**src/shared/gdr_pkg.sv**
```systemverilog
// Package with offsets, field positions and reset values of the GPIO data register bank
package gdr_pkg;

  // ----------------------------------------------------------------
  // Geometry
  // ----------------------------------------------------------------
  localparam int GROUPS = 6;                      // Number of data registers
  localparam int PINS = 48;                       // Pin slots, eight per group
  localparam int ADDR_W = 8;                      // Offset width from block base

  // ----------------------------------------------------------------
  // Data register offsets from the power event block base
  // ----------------------------------------------------------------
  localparam logic [7:0] DATA_GROUP1_OFS = 8'h4B;
  localparam logic [7:0] DATA_GROUP2_OFS = 8'h4C;
  localparam logic [7:0] DATA_GROUP3_OFS = 8'h4D;
  localparam logic [7:0] DATA_GROUP4_OFS = 8'h4E;
  localparam logic [7:0] DATA_GROUP5_OFS = 8'h4F;
  localparam logic [7:0] DATA_GROUP6_OFS = 8'h50;

  // Configuration registers: one per pin slot, slot n at CFG_BASE_OFS + n
  localparam logic [7:0] CFG_BASE_OFS = 8'h00;

  // ----------------------------------------------------------------
  // Configuration field positions
  // ----------------------------------------------------------------
  localparam int CFG_DIR_BIT = 0;                 // 1 input, 0 output
  localparam int CFG_POL_BIT = 1;                 // 1 inverted
  localparam int CFG_OTYPE_BIT = 7;               // 1 open drain, 0 push pull

  // ----------------------------------------------------------------
  // Reset values
  // ----------------------------------------------------------------
  localparam logic [7:0] CFG_RESET = 8'h01;       // Non-inverted push-pull input
  localparam logic [7:0] DATA_RESET = 8'h00;

  // Pins present behind each data register (zero bits are reserved)
  localparam logic [47:0] PIN_PRESENT = {8'h03, 8'hFF, 8'h0F, 8'hFF, 8'hF7, 8'hFF};

endpackage
```
**src/logic/gdr_cfg_mem.sv**
```systemverilog
// Small register-read memory holding the per-pin configuration bytes
`timescale 1ns/1ps
module gdr_cfg_mem (
  input wire logic clk_i,
  input wire logic rst_i,
  input wire logic wr_en_i,
  input wire logic [5:0] wr_idx_i,
  input wire logic [7:0] wr_data_i,
  input wire logic [5:0] rd_idx_i,
  output logic [7:0] rd_data_o,
  output logic [47:0] dir_o,
  output logic [47:0] pol_o,
  output logic [47:0] otype_o
);

  // ----------------------------------------------------------------
  // Storage
  // ----------------------------------------------------------------
  logic [7:0] cfg_q [gdr_pkg::PINS];             // One byte per pin slot

  // Write port and reset of every entry
  always_ff @(posedge clk_i) begin
    if (rst_i) begin
      for (int n = 0; n < gdr_pkg::PINS; n++) begin
        cfg_q[n] <= gdr_pkg::CFG_RESET;
      end
    end else if (wr_en_i && (int'(wr_idx_i) < gdr_pkg::PINS)) begin
      cfg_q[wr_idx_i] <= wr_data_i;
    end
  end

  // Registered read port
  always_ff @(posedge clk_i) begin
    if (rst_i) begin
      rd_data_o <= 8'h00;
    end else if (int'(rd_idx_i) < gdr_pkg::PINS) begin
      rd_data_o <= cfg_q[rd_idx_i];
    end else begin
      rd_data_o <= 8'h00;
    end
  end

  // Field fan-out to the pin logic
  genvar g;
  generate
    for (g = 0; g < gdr_pkg::PINS; g++) begin : g_fld
      assign dir_o[g] = cfg_q[g][gdr_pkg::CFG_DIR_BIT];
      assign pol_o[g] = cfg_q[g][gdr_pkg::CFG_POL_BIT];
      assign otype_o[g] = cfg_q[g][gdr_pkg::CFG_OTYPE_BIT];
    end
  endgenerate

endmodule

```
**src/logic/gdr_top.sv**
```systemverilog
// GPIO data register bank: six data registers, per-pin configuration and pin drive
`timescale 1ns/1ps
module gdr_top (
  input wire logic CLK_I,
  input wire logic RST_I,
  input wire logic [7:0] ADDR_I,
  input wire logic RD_I,
  input wire logic WR_I,
  input wire logic [7:0] WDATA_I,
  output logic [7:0] RDATA_O,
  output logic RVALID_O,
  input wire logic [47:0] PIN_I,
  output logic [47:0] PIN_O,
  output logic [47:0] PIN_OE_N_O
);

  // ----------------------------------------------------------------
  // Address decode
  // ----------------------------------------------------------------
  logic data_hit; // Access falls on a data register
  logic cfg_hit; // Access falls on a configuration register
  logic [2:0] grp; // Data register group index 0..5
  logic [5:0] cfg_idx; // Configuration slot index
  logic [47:0] dir; // 1 input
  logic [47:0] pol; // 1 inverted
  logic [47:0] otype; // 1 open drain
  logic [7:0] cfg_rd; // Registered configuration read data
  logic [47:0] pin_val; // Pin level after polarity
  logic [47:0] data_q; // Stored output data bits
  logic [47:0] latch_q; // Data bits latched at access
  logic rd_data_q; // Last read hit a data register
  logic rd_cfg_q; // Last read hit a configuration register
  logic [2:0] rd_grp_q; // Group of last data read
  logic rvalid_q; // Read answer strobe

  // Decode of data and configuration windows
  always_comb begin
    data_hit = (ADDR_I >= gdr_pkg::DATA_GROUP1_OFS) && (ADDR_I <= gdr_pkg::DATA_GROUP6_OFS);
    grp = 3'(ADDR_I - gdr_pkg::DATA_GROUP1_OFS);
    cfg_idx = 6'(ADDR_I - gdr_pkg::CFG_BASE_OFS);
    // Range test on the full offset, so offsets at 0x40 and up never alias onto a slot
    cfg_hit = (ADDR_I >= gdr_pkg::CFG_BASE_OFS) && (ADDR_I < (gdr_pkg::CFG_BASE_OFS + 8'(gdr_pkg::PINS)));
  end

  // ----------------------------------------------------------------
  // Configuration memory
  // ----------------------------------------------------------------
  // One byte per pin slot, fields fanned out per pin and
  gdr_cfg_mem u_cfg (
    .clk_i(CLK_I),
    .rst_i(RST_I),
    .wr_en_i(WR_I && cfg_hit),
    .wr_idx_i(cfg_idx),
    .wr_data_i(WDATA_I),
    .rd_idx_i(cfg_idx),
    .rd_data_o(cfg_rd),
    .dir_o(dir),
    .pol_o(pol),
    .otype_o(otype)
  );

  // ----------------------------------------------------------------
  // Pin value seen by software
  // ----------------------------------------------------------------
  // Polarity applied on the input path
  assign pin_val = PIN_I ^ pol;

  // ----------------------------------------------------------------
  // Data bits
  // ----------------------------------------------------------------
  // Output data store: only output pins present take a write
  always_ff @(posedge CLK_I) begin
    if (RST_I) begin
      data_q <= {gdr_pkg::GROUPS{gdr_pkg::DATA_RESET}};
    end else if (WR_I && data_hit) begin
      for (int b = 0; b < 8; b++) begin
        if (gdr_pkg::PIN_PRESENT[8 * grp + b] && !dir[8 * grp + b]) begin
          data_q[8 * grp + b] <= WDATA_I[b];
        end
      end
    end
  end

  // Access latch: a read or write of a group captures its bits
  always_ff @(posedge CLK_I) begin
    if (RST_I) begin
      latch_q <= '0;
    end else if ((RD_I || WR_I) && data_hit) begin
      for (int b = 0; b < 8; b++) begin
        if (!gdr_pkg::PIN_PRESENT[8 * grp + b]) begin
          latch_q[8 * grp + b] <= 1'b0;
        end else if (dir[8 * grp + b]) begin
          latch_q[8 * grp + b] <= pin_val[8 * grp + b];
        end else if (WR_I) begin
          latch_q[8 * grp + b] <= WDATA_I[b];
        end else begin
          latch_q[8 * grp + b] <= data_q[8 * grp + b];
        end
      end
    end
  end

  // ----------------------------------------------------------------
  // Read answer
  // ----------------------------------------------------------------
  // Remember what the read targeted
  always_ff @(posedge CLK_I) begin
    if (RST_I) begin
      rd_data_q <= 1'b0;
      rd_cfg_q <= 1'b0;
      rd_grp_q <= 3'h0;
      rvalid_q <= 1'b0;
    end else begin
      rd_data_q <= RD_I && data_hit;
      rd_cfg_q <= RD_I && cfg_hit;
      rd_grp_q <= grp;
      rvalid_q <= RD_I;
    end
  end

  // Output register: answer one cycle after the latch/memory stage
  always_ff @(posedge CLK_I) begin
    if (RST_I) begin
      RDATA_O <= 8'h00;
      RVALID_O <= 1'b0;
    end else begin
      RVALID_O <= rvalid_q;
      if (rd_data_q) begin
        RDATA_O <= latch_q[8 * rd_grp_q +: 8];
      end else if (rd_cfg_q) begin
        RDATA_O <= cfg_rd;
      end else begin
        RDATA_O <= 8'h00; // Unmapped offsets read zero
      end
    end
  end

  // ----------------------------------------------------------------
  // Pin drive
  // ----------------------------------------------------------------
  // Per-pin driver: push pull drives both levels, open drain only low
  genvar p;
  generate
    for (p = 0; p < gdr_pkg::PINS; p++) begin : g_pin
      always_ff @(posedge CLK_I) begin
        if (RST_I) begin
          PIN_O[p] <= 1'b0;
          PIN_OE_N_O[p] <= 1'b1;
        end else begin
          PIN_O[p] <= data_q[p] ^ pol[p];
          PIN_OE_N_O[p] <= !gdr_pkg::PIN_PRESENT[p] || dir[p] ||
                           (otype[p] && (data_q[p] ^ pol[p]));
        end
      end
    end
  endgenerate

  // ----------------------------------------------------------------
  // Checks
  // ----------------------------------------------------------------
  a_input_write_ignored: assert property (@(posedge CLK_I) disable iff (RST_I)
    (WR_I && data_hit && dir[8 * grp]) |=> (data_q[8 * $past(grp)] == $past(data_q[8 * grp])))
    else $error("write changed an input pin data bit");

  a_output_write_stored: assert property (@(posedge CLK_I) disable iff (RST_I)
    (WR_I && data_hit && !dir[8 * grp]) |=> (data_q[8 * $past(grp)] == $past(WDATA_I[0])))
    else $error("write to output pin not stored");

  a_pin_drives_data: assert property (@(posedge CLK_I) disable iff (RST_I)
    ##1 (PIN_O[0] == $past(data_q[0] ^ pol[0])))
    else $error("pin drive does not follow data and polarity");

  a_input_not_driven: assert property (@(posedge CLK_I) disable iff (RST_I)
    dir[0] |=> PIN_OE_N_O[0])
    else $error("input pin driven");

  a_output_pushpull_drive: assert property (@(posedge CLK_I) disable iff (RST_I)
    (!dir[0] && !otype[0]) |=> !PIN_OE_N_O[0])
    else $error("push pull output not driven");

  a_reserved_reads_zero: assert property (@(posedge CLK_I) disable iff (RST_I)
    (RD_I && ADDR_I == gdr_pkg::DATA_GROUP6_OFS) |=> ##1 (RDATA_O[7:2] == 6'h00))
    else $error("reserved bits read nonzero");

  a_read_answer_time: assert property (@(posedge CLK_I) disable iff (RST_I)
    RD_I |=> ##1 RVALID_O)
    else $error("read answer not two cycles later");

  a_input_read_latched: assert property (@(posedge CLK_I) disable iff (RST_I)
    (RD_I && ADDR_I == gdr_pkg::DATA_GROUP1_OFS && dir[0]) |=> ##1 (RDATA_O[0] == $past(pin_val[0], 2)))
    else $error("input read does not return latched pin");

  a_output_read_last: assert property (@(posedge CLK_I) disable iff (RST_I)
    (RD_I && !WR_I && ADDR_I == gdr_pkg::DATA_GROUP1_OFS && !dir[0]) |=> ##1 (RDATA_O[0] == $past(data_q[0], 2)))
    else $error("output read does not return last write");

  // A data register write must leave every configuration field alone
  a_data_write_no_cfg: assert property (@(posedge CLK_I) disable iff (RST_I)
    (WR_I && data_hit) |=> ((dir == $past(dir)) && (pol == $past(pol)) && (otype == $past(otype))))
    else $error("data register write changed configuration");

  a_unmapped_read_zero: assert property (@(posedge CLK_I) disable iff (RST_I)
    (RD_I && !data_hit && !cfg_hit) |=> ##1 (RDATA_O == 8'h00))
    else $error("unmapped offset read nonzero");

  a_write_data_latched: assert property (@(posedge CLK_I) disable iff (RST_I)
    (WR_I && ADDR_I == gdr_pkg::DATA_GROUP1_OFS && !dir[0]) |=> (latch_q[0] == $past(WDATA_I[0])))
    else $error("write to output pin not latched");

  // Slot 11 (group 2 bit 3) and slot 47 (group 6 bit 7) have no pin behind them
  a_reserved_slot_released: assert property (@(posedge CLK_I) disable iff (RST_I)
    PIN_OE_N_O[11] && PIN_OE_N_O[47])
    else $error("reserved pin slot driven");

  a_opendrain_high_released: assert property (@(posedge CLK_I) disable iff (RST_I)
    (!dir[0] && otype[0] && (data_q[0] ^ pol[0])) |=> PIN_OE_N_O[0])
    else $error("open drain output drives a one");

endmodule

```
**config.mk**
```make
export PLATFORM = sky130hd
export DESIGN_NAME = gdr_top
export DESIGN_NICKNAME = d
export VERILOG_FILES = /design/src/shared/gdr_pkg.sv /design/src/logic/gdr_cfg_mem.sv /design/src/logic/gdr_top.sv
export SDC_FILE = /design/constraint.sdc
export NUM_CORES = 1
export LEC_CHECK = 0
export ABC_AREA = 1
export BUFFER_PORTS_ARGS = -buffer_cell sky130_fd_sc_hd__buf_2
export CAP_MARGIN = 20
export CORE_MARGIN = 4
export CORE_UTILIZATION = 50
export DETAILED_ROUTE_END_ITERATION = 10
export HOLD_SLACK_MARGIN = 0.08
export PLACE_DENSITY_LB_ADDON = 0.15
export SYNTH_ARGS = -nofsm -noshare
export SYNTH_HDL_FRONTEND = slang
export SYNTH_SLANG_ARGS = --single-unit
```
**constraint.sdc**
```tcl
create_clock -name CLK_I -period 3.8 [get_ports CLK_I]
set_input_delay 0.76 -clock CLK_I [delete_from_list [all_inputs] [get_ports CLK_I]]
set_output_delay 0.76 -clock CLK_I [all_outputs]
set_load 0.05 [all_outputs]
```
======== Word level (Yosys, flattened, before mapping) ========
Memories as Yosys holds them, arrays and structs flattened. A register that Yosys moved wholly into a read port is not among the register bits.
Index checks and enable logic that the tools add are counted.
word-level totals
  memory bits (read-only) ................. 456
  bits of input ports ..................... 68
  memories kept ........................... 9
  bits in writable memories ............... 384
  logic and storage cells ................. 481
  output and inout bits ................... 105
  flip-flop bits (word level) ............. 196
memories
  memory            words  width  read ports  clocked after memory_dff  write ports  RTL line           text
  u_cfg.cfg_q       48     8      49          1                         48           gdr_cfg_mem.sv:19  logic [7:0] cfg_q [gdr_pkg::PINS];
  (name not given)  64     1      1           0                         0            gdr_top.sv:90      if (!gdr_pkg::PIN_PRESENT[8 * grp + b]) begin
  (name not given)  64     1      1           0                         0            gdr_top.sv:90
  (name not given)  64     1      1           0                         0            gdr_top.sv:90
  (name not given)  64     1      1           0                         0            gdr_top.sv:90
  (name not given)  64     1      1           0                         0            gdr_top.sv:90
  +3 memories       n/a    n/a    n/a         n/a                       n/a          n/a
operators by class
  multiplexer cells ....................... 174
  reduce and logical (&&, ||, !) cells .... 109
  $lt $le $gt $ge ......................... 21
  bitwise logic cells ..................... 66
  $add $sub $neg .......................... 8
  shift-type cells ........................ 1
operators with widths
  cell                 count
  $mux 48              60
  $bwmux 48            32
  $and 48x48->48       8
  $not 48->48          7
  $bmux 1 s6           21
  $logic_and 1x1->1    61
  $ge 7x1->1 const B   7
  $lt 7x7->1 const B   7
  $not 41->48          1
  $shiftx 48x7->8      1
  $xor 1x1->1          48
  $xor 48x48->48       1
  $mux 1               46
  $demux 1 s6          7
  $logic_or 1x1->1     38
  $add 6x3->7 const B  4
  $mux 8               3
  $add 6x2->7 const B  2
  $bmux 1 s3           3
  $ge 8x1->1 const B   1
  $ge 8x7->1 const B   1
  $le 8x7->1 const B   1
  $logic_not 1->1      8
  $lt 8x6->1 const B   1
  other kinds (10)     10

======== Longest topological paths before layout ========
  depth in word-level cells ............... 51
  depth in mapped cells ................... 19
  mapped depth without buffers ............ 16

======== Modules after synthesis ========
From an unflattened synthesis, not the netlist that was laid out.
unflattened totals
  cells, all modules ...................... 3714
  area, all modules ....................... 29689.7 µm²
by module, submodules not included
  module       times used  sequential area each (µm²)  cells an instance  area each (µm²)
  gdr_cfg_mem  1           11691.2                     2208               19601.3
  gdr_top      1           3923.8                      1506               10088.4

======== Worst setup path after synthesis ========
OpenSTA, ideal clock, no wires.
  path kind ............................... input-to-reg
  start point ............................. input port ADDR_I[0]
  end point ............................... register latch_q[8]
  data required time ...................... 3.729 ns
  arrival ................................. 2.993 ns
  cell stages on the path ................. 15
  library setup time ...................... 0.071 ns
  path slack .............................. 0.736 ns
  path buffers ............................ 6
  path through ............................ buf_2 > inv_2 > buf_2 > buf_2 > ha_1 > buf_2 > inv_1 > buf_2 > buf_4 > nand3_1 > nand2_1 > nand2_1 > o21ai_1 > nand3_1 > a21oi_1
on the way
  word-level cells in the longest chain between the ends .. 51
  elaborated cells on any way between the ends .. 194
  those cells by class .................... add/sub: 8; order compare: 18; mux: 134; bitwise: 16; reduce/logical: 10; memory: 8
RTL lines
  element                                                                RTL line                      text
  from (decl)                                                            gdr_top.sv:6                  input wire logic [7:0] ADDR_I,
  $sub 3x2->3 (*)                                                        gdr_top.sv:39                 grp = 3'(ADDR_I - gdr_pkg::DATA_GROUP1_OFS);
  named net grp[0]                                                       gdr_top.sv:22                 logic [2:0] grp;
  $lt 6x7->1 (implied by the code) / $ge 6x1->1 (equally long branches)  n/a
  $logic_and 1x1->1 (implied by the code)                                n/a
  $mux 1 (implied by the code)                                           n/a
  $demux 1 s3                                                            n/a
  $bwmux 48, on equally long branches                                    gdr_top.sv:97, gdr_top.sv:95
  $mux 48                                                                gdr_top.sv:94                 end else if (WR_I) begin
  [... 36 more ...]                                                      n/a
  $mux 48                                                                gdr_top.sv:92                 end else if (dir[8 * grp + b]) begin
  $mux 48                                                                gdr_top.sv:90
  $mux 48                                                                gdr_top.sv:88                 end else if ((RD_I || WR_I) && data_hit) begin
  $mux 48                                                                gdr_top.sv:86                 if (RST_I) begin
  $bwmux 48, on equally long branches                                    gdr_top.sv:97, gdr_top.sv:95
  $mux 48                                                                gdr_top.sv:94
  $mux 48                                                                gdr_top.sv:92
  $mux 48 (*)                                                            gdr_top.sv:90
  to (signal, indexed assignment)                                        gdr_top.sv:93                 latch_q[8 * grp + b] <= pin_val[8 * grp + b];
  to (signal, indexed assignment)                                        gdr_top.sv:95                 latch_q[8 * grp + b] <= WDATA_I[b];
  to (signal, indexed assignment)                                        gdr_top.sv:97                 latch_q[8 * grp + b] <= data_q[8 * grp + b];
  to (decl)                                                              gdr_top.sv:30                 logic [47:0] latch_q;
The timed path passes the listed nets; every way through them passes the cells marked *. The select of a mux whose other input is x is not followed.
A chain may end at the register's enable or synchronous reset.

======== Worst setup path after layout ========
  start point ............................. input port ADDR_I[0]
  end point ............................... register u_cfg.rd_data_o[3] (read register of u_cfg.cfg_q)
on the way
  word-level cells in the longest chain between the ends .. 3
RTL lines
  element                           RTL line           text
  $lt 6x6->1                        gdr_cfg_mem.sv:36  end else if (int'(rd_idx_i) < gdr_pkg::PINS) begin
  $not 1->1 (no source line)        n/a
  $reduce_or 2->1 (no source line)  n/a
  to (decl)                         gdr_cfg_mem.sv:10  output logic [7:0] rd_data_o,
Parallel ways exist; a longest one is shown, timed or not.

==> metrics.md <==
| Metric | Value |
|---|---|
| Via count | `roughly 24000` |
| Final setup violation count | `0` |
| RSZ-0062 raised after global routing | `no` |
| Post-Route Setup TNS | `0 ps` |
| Number of CTS-inserted buffers | `around 60` |
| Static leakage | `around 12 nW` |
| Hold Crit Class | `reg2reg` |
| Xor and xnor area share after synthesis | `2.71%` |
| Post-synthesis mux area share | `0%` |
| Rows | `between 80 and 90` |
| Worst EP required | `4310 ps` |
| Hold path startpoint | `rvalid_q` |
| Clk slew on worst S/H paths | `about 60 ps` |
| Worst skew pair latency | `670 ps` |
| Via/cell ratio | `roughly 5.9` |
| Die Area | `about 0.057 mm2` |
| Slew Limit Fails | `0` |
| # hold bufs at CTS | `0` |
| Critical R2R Launch | `u_cfg.cfg_q[42][1]` |
| Cells after Synth | `just over 3000` |
| Dpl cell area | `0.0287 mm2` |
| #FFs+latches synth | `between 500 and 600` |
| Total GRT Usage | `between 30% and 40%` |
| Ports | `approximately 170` |
| GRT overflow | `0` |
| Post-synthesis compound-gate area fraction | `8.95%` |
| Worst EP arrival | `roughly 3300 ps` |
| Detailed Route Iter0 Violations | `roughly 3500` |
| CP endpoint kind | `register` |
| Layout area overhead | `14.5%` |
| PostCTS Resize Cnt | `0` |
| Nets@finish | `around 3300` |
| Clk sink count | `slightly below 600` |
| Cell area power density | `491 mW/mm2` |
| Critical path startpoint category | `input port` |
| Fill cell count | `4799` |
| First-pass DRT Iterations | `5` |
| Clock root buffer | `clkbuf_16` |
| Die Ht | `240 um` |
| Most used flip-flop cell after synthesis | `edfxtp_1` |
| Status | `completed` |
| Dpl hpwl | `between 70000 and 80000 um` |
| I/O Buffers | `161` |
| Slew headroom | `between 30% and 40%` |
| Asr flop ratio synth | `0%` |
| Fin crit share | `between 70% and 80%` |
| Post-layout min period | `2730 ps` |
| Main combinational cell family by area after synthesis | `simple AND/OR/NAND/NOR gates` |
| Maximum fanout along the worst path | `63` |
| Core area | `between 0.05 and 0.06 mm2` |
| First-pass GRT wire length | `151000 um` |
| Max-Cap Viols | `0` |
| Synth Cell Area | `0.0269 mm2` |
| Worst Max-Slew Pin Slew | `just over 1000 ps` |
| Post-place setup slack | `approximately 460 ps` |
| CP Cell Sequence | `buf_4, buf_4, nor2_4, buf_12, a22oi_1, nand3_1, o21ai_0, nand2_1, nor3_1, nor2_1` |
| Worst vdd ir | `0.425 mV` |
| Fin worst setup slack | `1070 ps` |
| Routed WL | `about 100000 um` |
| Power, Total | `about 15 mW` |
| Yosys warning count | `0` |
| Post-synthesis sequential area ratio | `approximately three fifths` |
| Slowest stage delay, CP | `560 ps` |
| H-tree depth | `2` |
| Simple-Gate Fraction of Synth Area | `a little under a quarter` |
| Final instance area | `~0.031 mm2` |
| DR DRC count | `0` |
| Cell variety after synth | `42` |
| Post-route insts no fill | `approximately 4000` |
| CP startpoint | `ADDR_I[0]` |
| R2r setup slk | `1560 ps` |
| Number of synthesized flops with an enable pin | `between 300 and 400` |
| Worst Skew | `about 34 ps` |
| Most used cell, CP | `buf_4` |
| Starting Density | `about half` |
| DIE WIDTH | `240 um` |
| Syn_area_per_cell | `~8.7 um2` |
| Bufs on Longest Clock Path | `3` |
| Layout cells sized above 1 | `12.4%` |
| Post-CTS Setup Repair Bufs | `0` |
| Fmax | `approximately 370 MHz` |
| Post-DRT Antenna Nets | `0` |
| Avg WL per Cell | `roughly 26 um` |
| RD Place Congestion | `around 1.1` |
| Final hold viol count | `0` |
| WS Path Type | `in2reg` |
| Initial antenna violation count | `1` |
| Synth Area in Adders | `less than 1%` |
| Largest net degree at the start of global routing | `around 100` |
| Placed cell count | `a little under 4000` |
| Vias in the first global route | `22332` |
| CTS tree | `built` |
| Slowest-stage cell, CP | `buf_4` |
[report_power, final]
group | internal, mW | switching (mW)
clock network | 3.62 | 2.65
registers | 7.07 | 0.174
logic | 0.361 | 1.25
[registers in the layout (all words and copies together), names as in the netlist, 3 cells and up]
register / count
u_cfg.cfg_q: 384
PIN_O: 48
data_q: 48
latch_q: 48
PIN_OE_N_O: 37
RDATA_O: 8
u_cfg.rd_data_o: 8
rd_grp_q: 3
[cell type report]
type | count | area [um2] | area share (%)
diodes | 2 | 5.00 | 0.0163
clock buffers | 82 | 1660 | 5.39
clock inverters | 34 | 433 | 1.41
inverters | 251 | 950 | 3.09
multi-input cells | 2097 | 9660 | 31.4
flip-flops and latches | 588 | 15600 | 50.8
well taps | 688 | 861 | 2.80
repair buffers | 254 | 1580 | 5.15
[kinds of logic after synthesis]
group | after synthesis
other cells | 1
buf+inv | 411
flops | 588
xor+xnor | 83
fa+ha+maj | 3
simple gates | 1575
compound gates | 425
[Yosys cell counts, types with 38 or more instances]
master    instances  area (um2)
edfxtp_1        384       11500
inv_1           230         863
xnor2_1          70         613
clkbuf_1         94         353
o21ai_0         181         906
nor2_1          692        2600
nand2_1         661        2480
nand4_1          38         238
nand3_1          96         480
o211ai_1         47         353
nor3_1           41         205
a21oi_1         119         596
dfxtp_1         204        4080
buf_2            46         230
a22oi_1          41         308
[layout by cell type, fill, tap and decap left out, types with 12 or more instances in the layout]
master	count
a22oi_1	41
o211ai_1	47
nand2_1	661
a21oi_1	119
nor3_1	41
inv_1	227
edfxtp_1	384
buf_2	159
clkbuf_1	17
clkinv_2	12
clkbuf_16	62
nor2_1	687
o22ai_1	20
dfxtp_1	204
xor2_1	13
nand3_1	96
buf_4	89
inv_2	17
nor2_4	16
o21ai_0	181
nand4_1	38
xnor2_1	70
[worst paths after layout]
kind | endpoint | depth (start not counted)
worst max register to register | latch_q[26] | 7
worst max-delay path | u_cfg.rd_data_o[3] | 10
worst min register to register | RVALID_O | 2
worst min-delay path | RVALID_O | 2
[per-stage QoR]
stage                     hold WS [ps]  utilization [%]
final                              415             58.2
after global placement             407             54.2
after global routing               439             58.2
after CTS                          409             58.2
after floorplan                    388                -
after detailed placement           415             54.2
[metal layers]
layer / vias to the layer above / share of wire (%) / track usage (%)
met1: 11419 / 39 / 49.5
li1: 10466 / - / -
met5: - / 0 / 0
met4: 0 / 5.5 / 16.9
met3: 290 / 11 / 7.28
met2: 1528 / 44 / 54.8
[worst max-delay path, delay by kind of cell]
kind                   cells  cell delay, ps
buffers and inverters      3             940
and+or+nand+nor            5            1060
AOI/OAI and AO/OA          2             410
No activity file was read; power rests on OpenSTA's default activity.
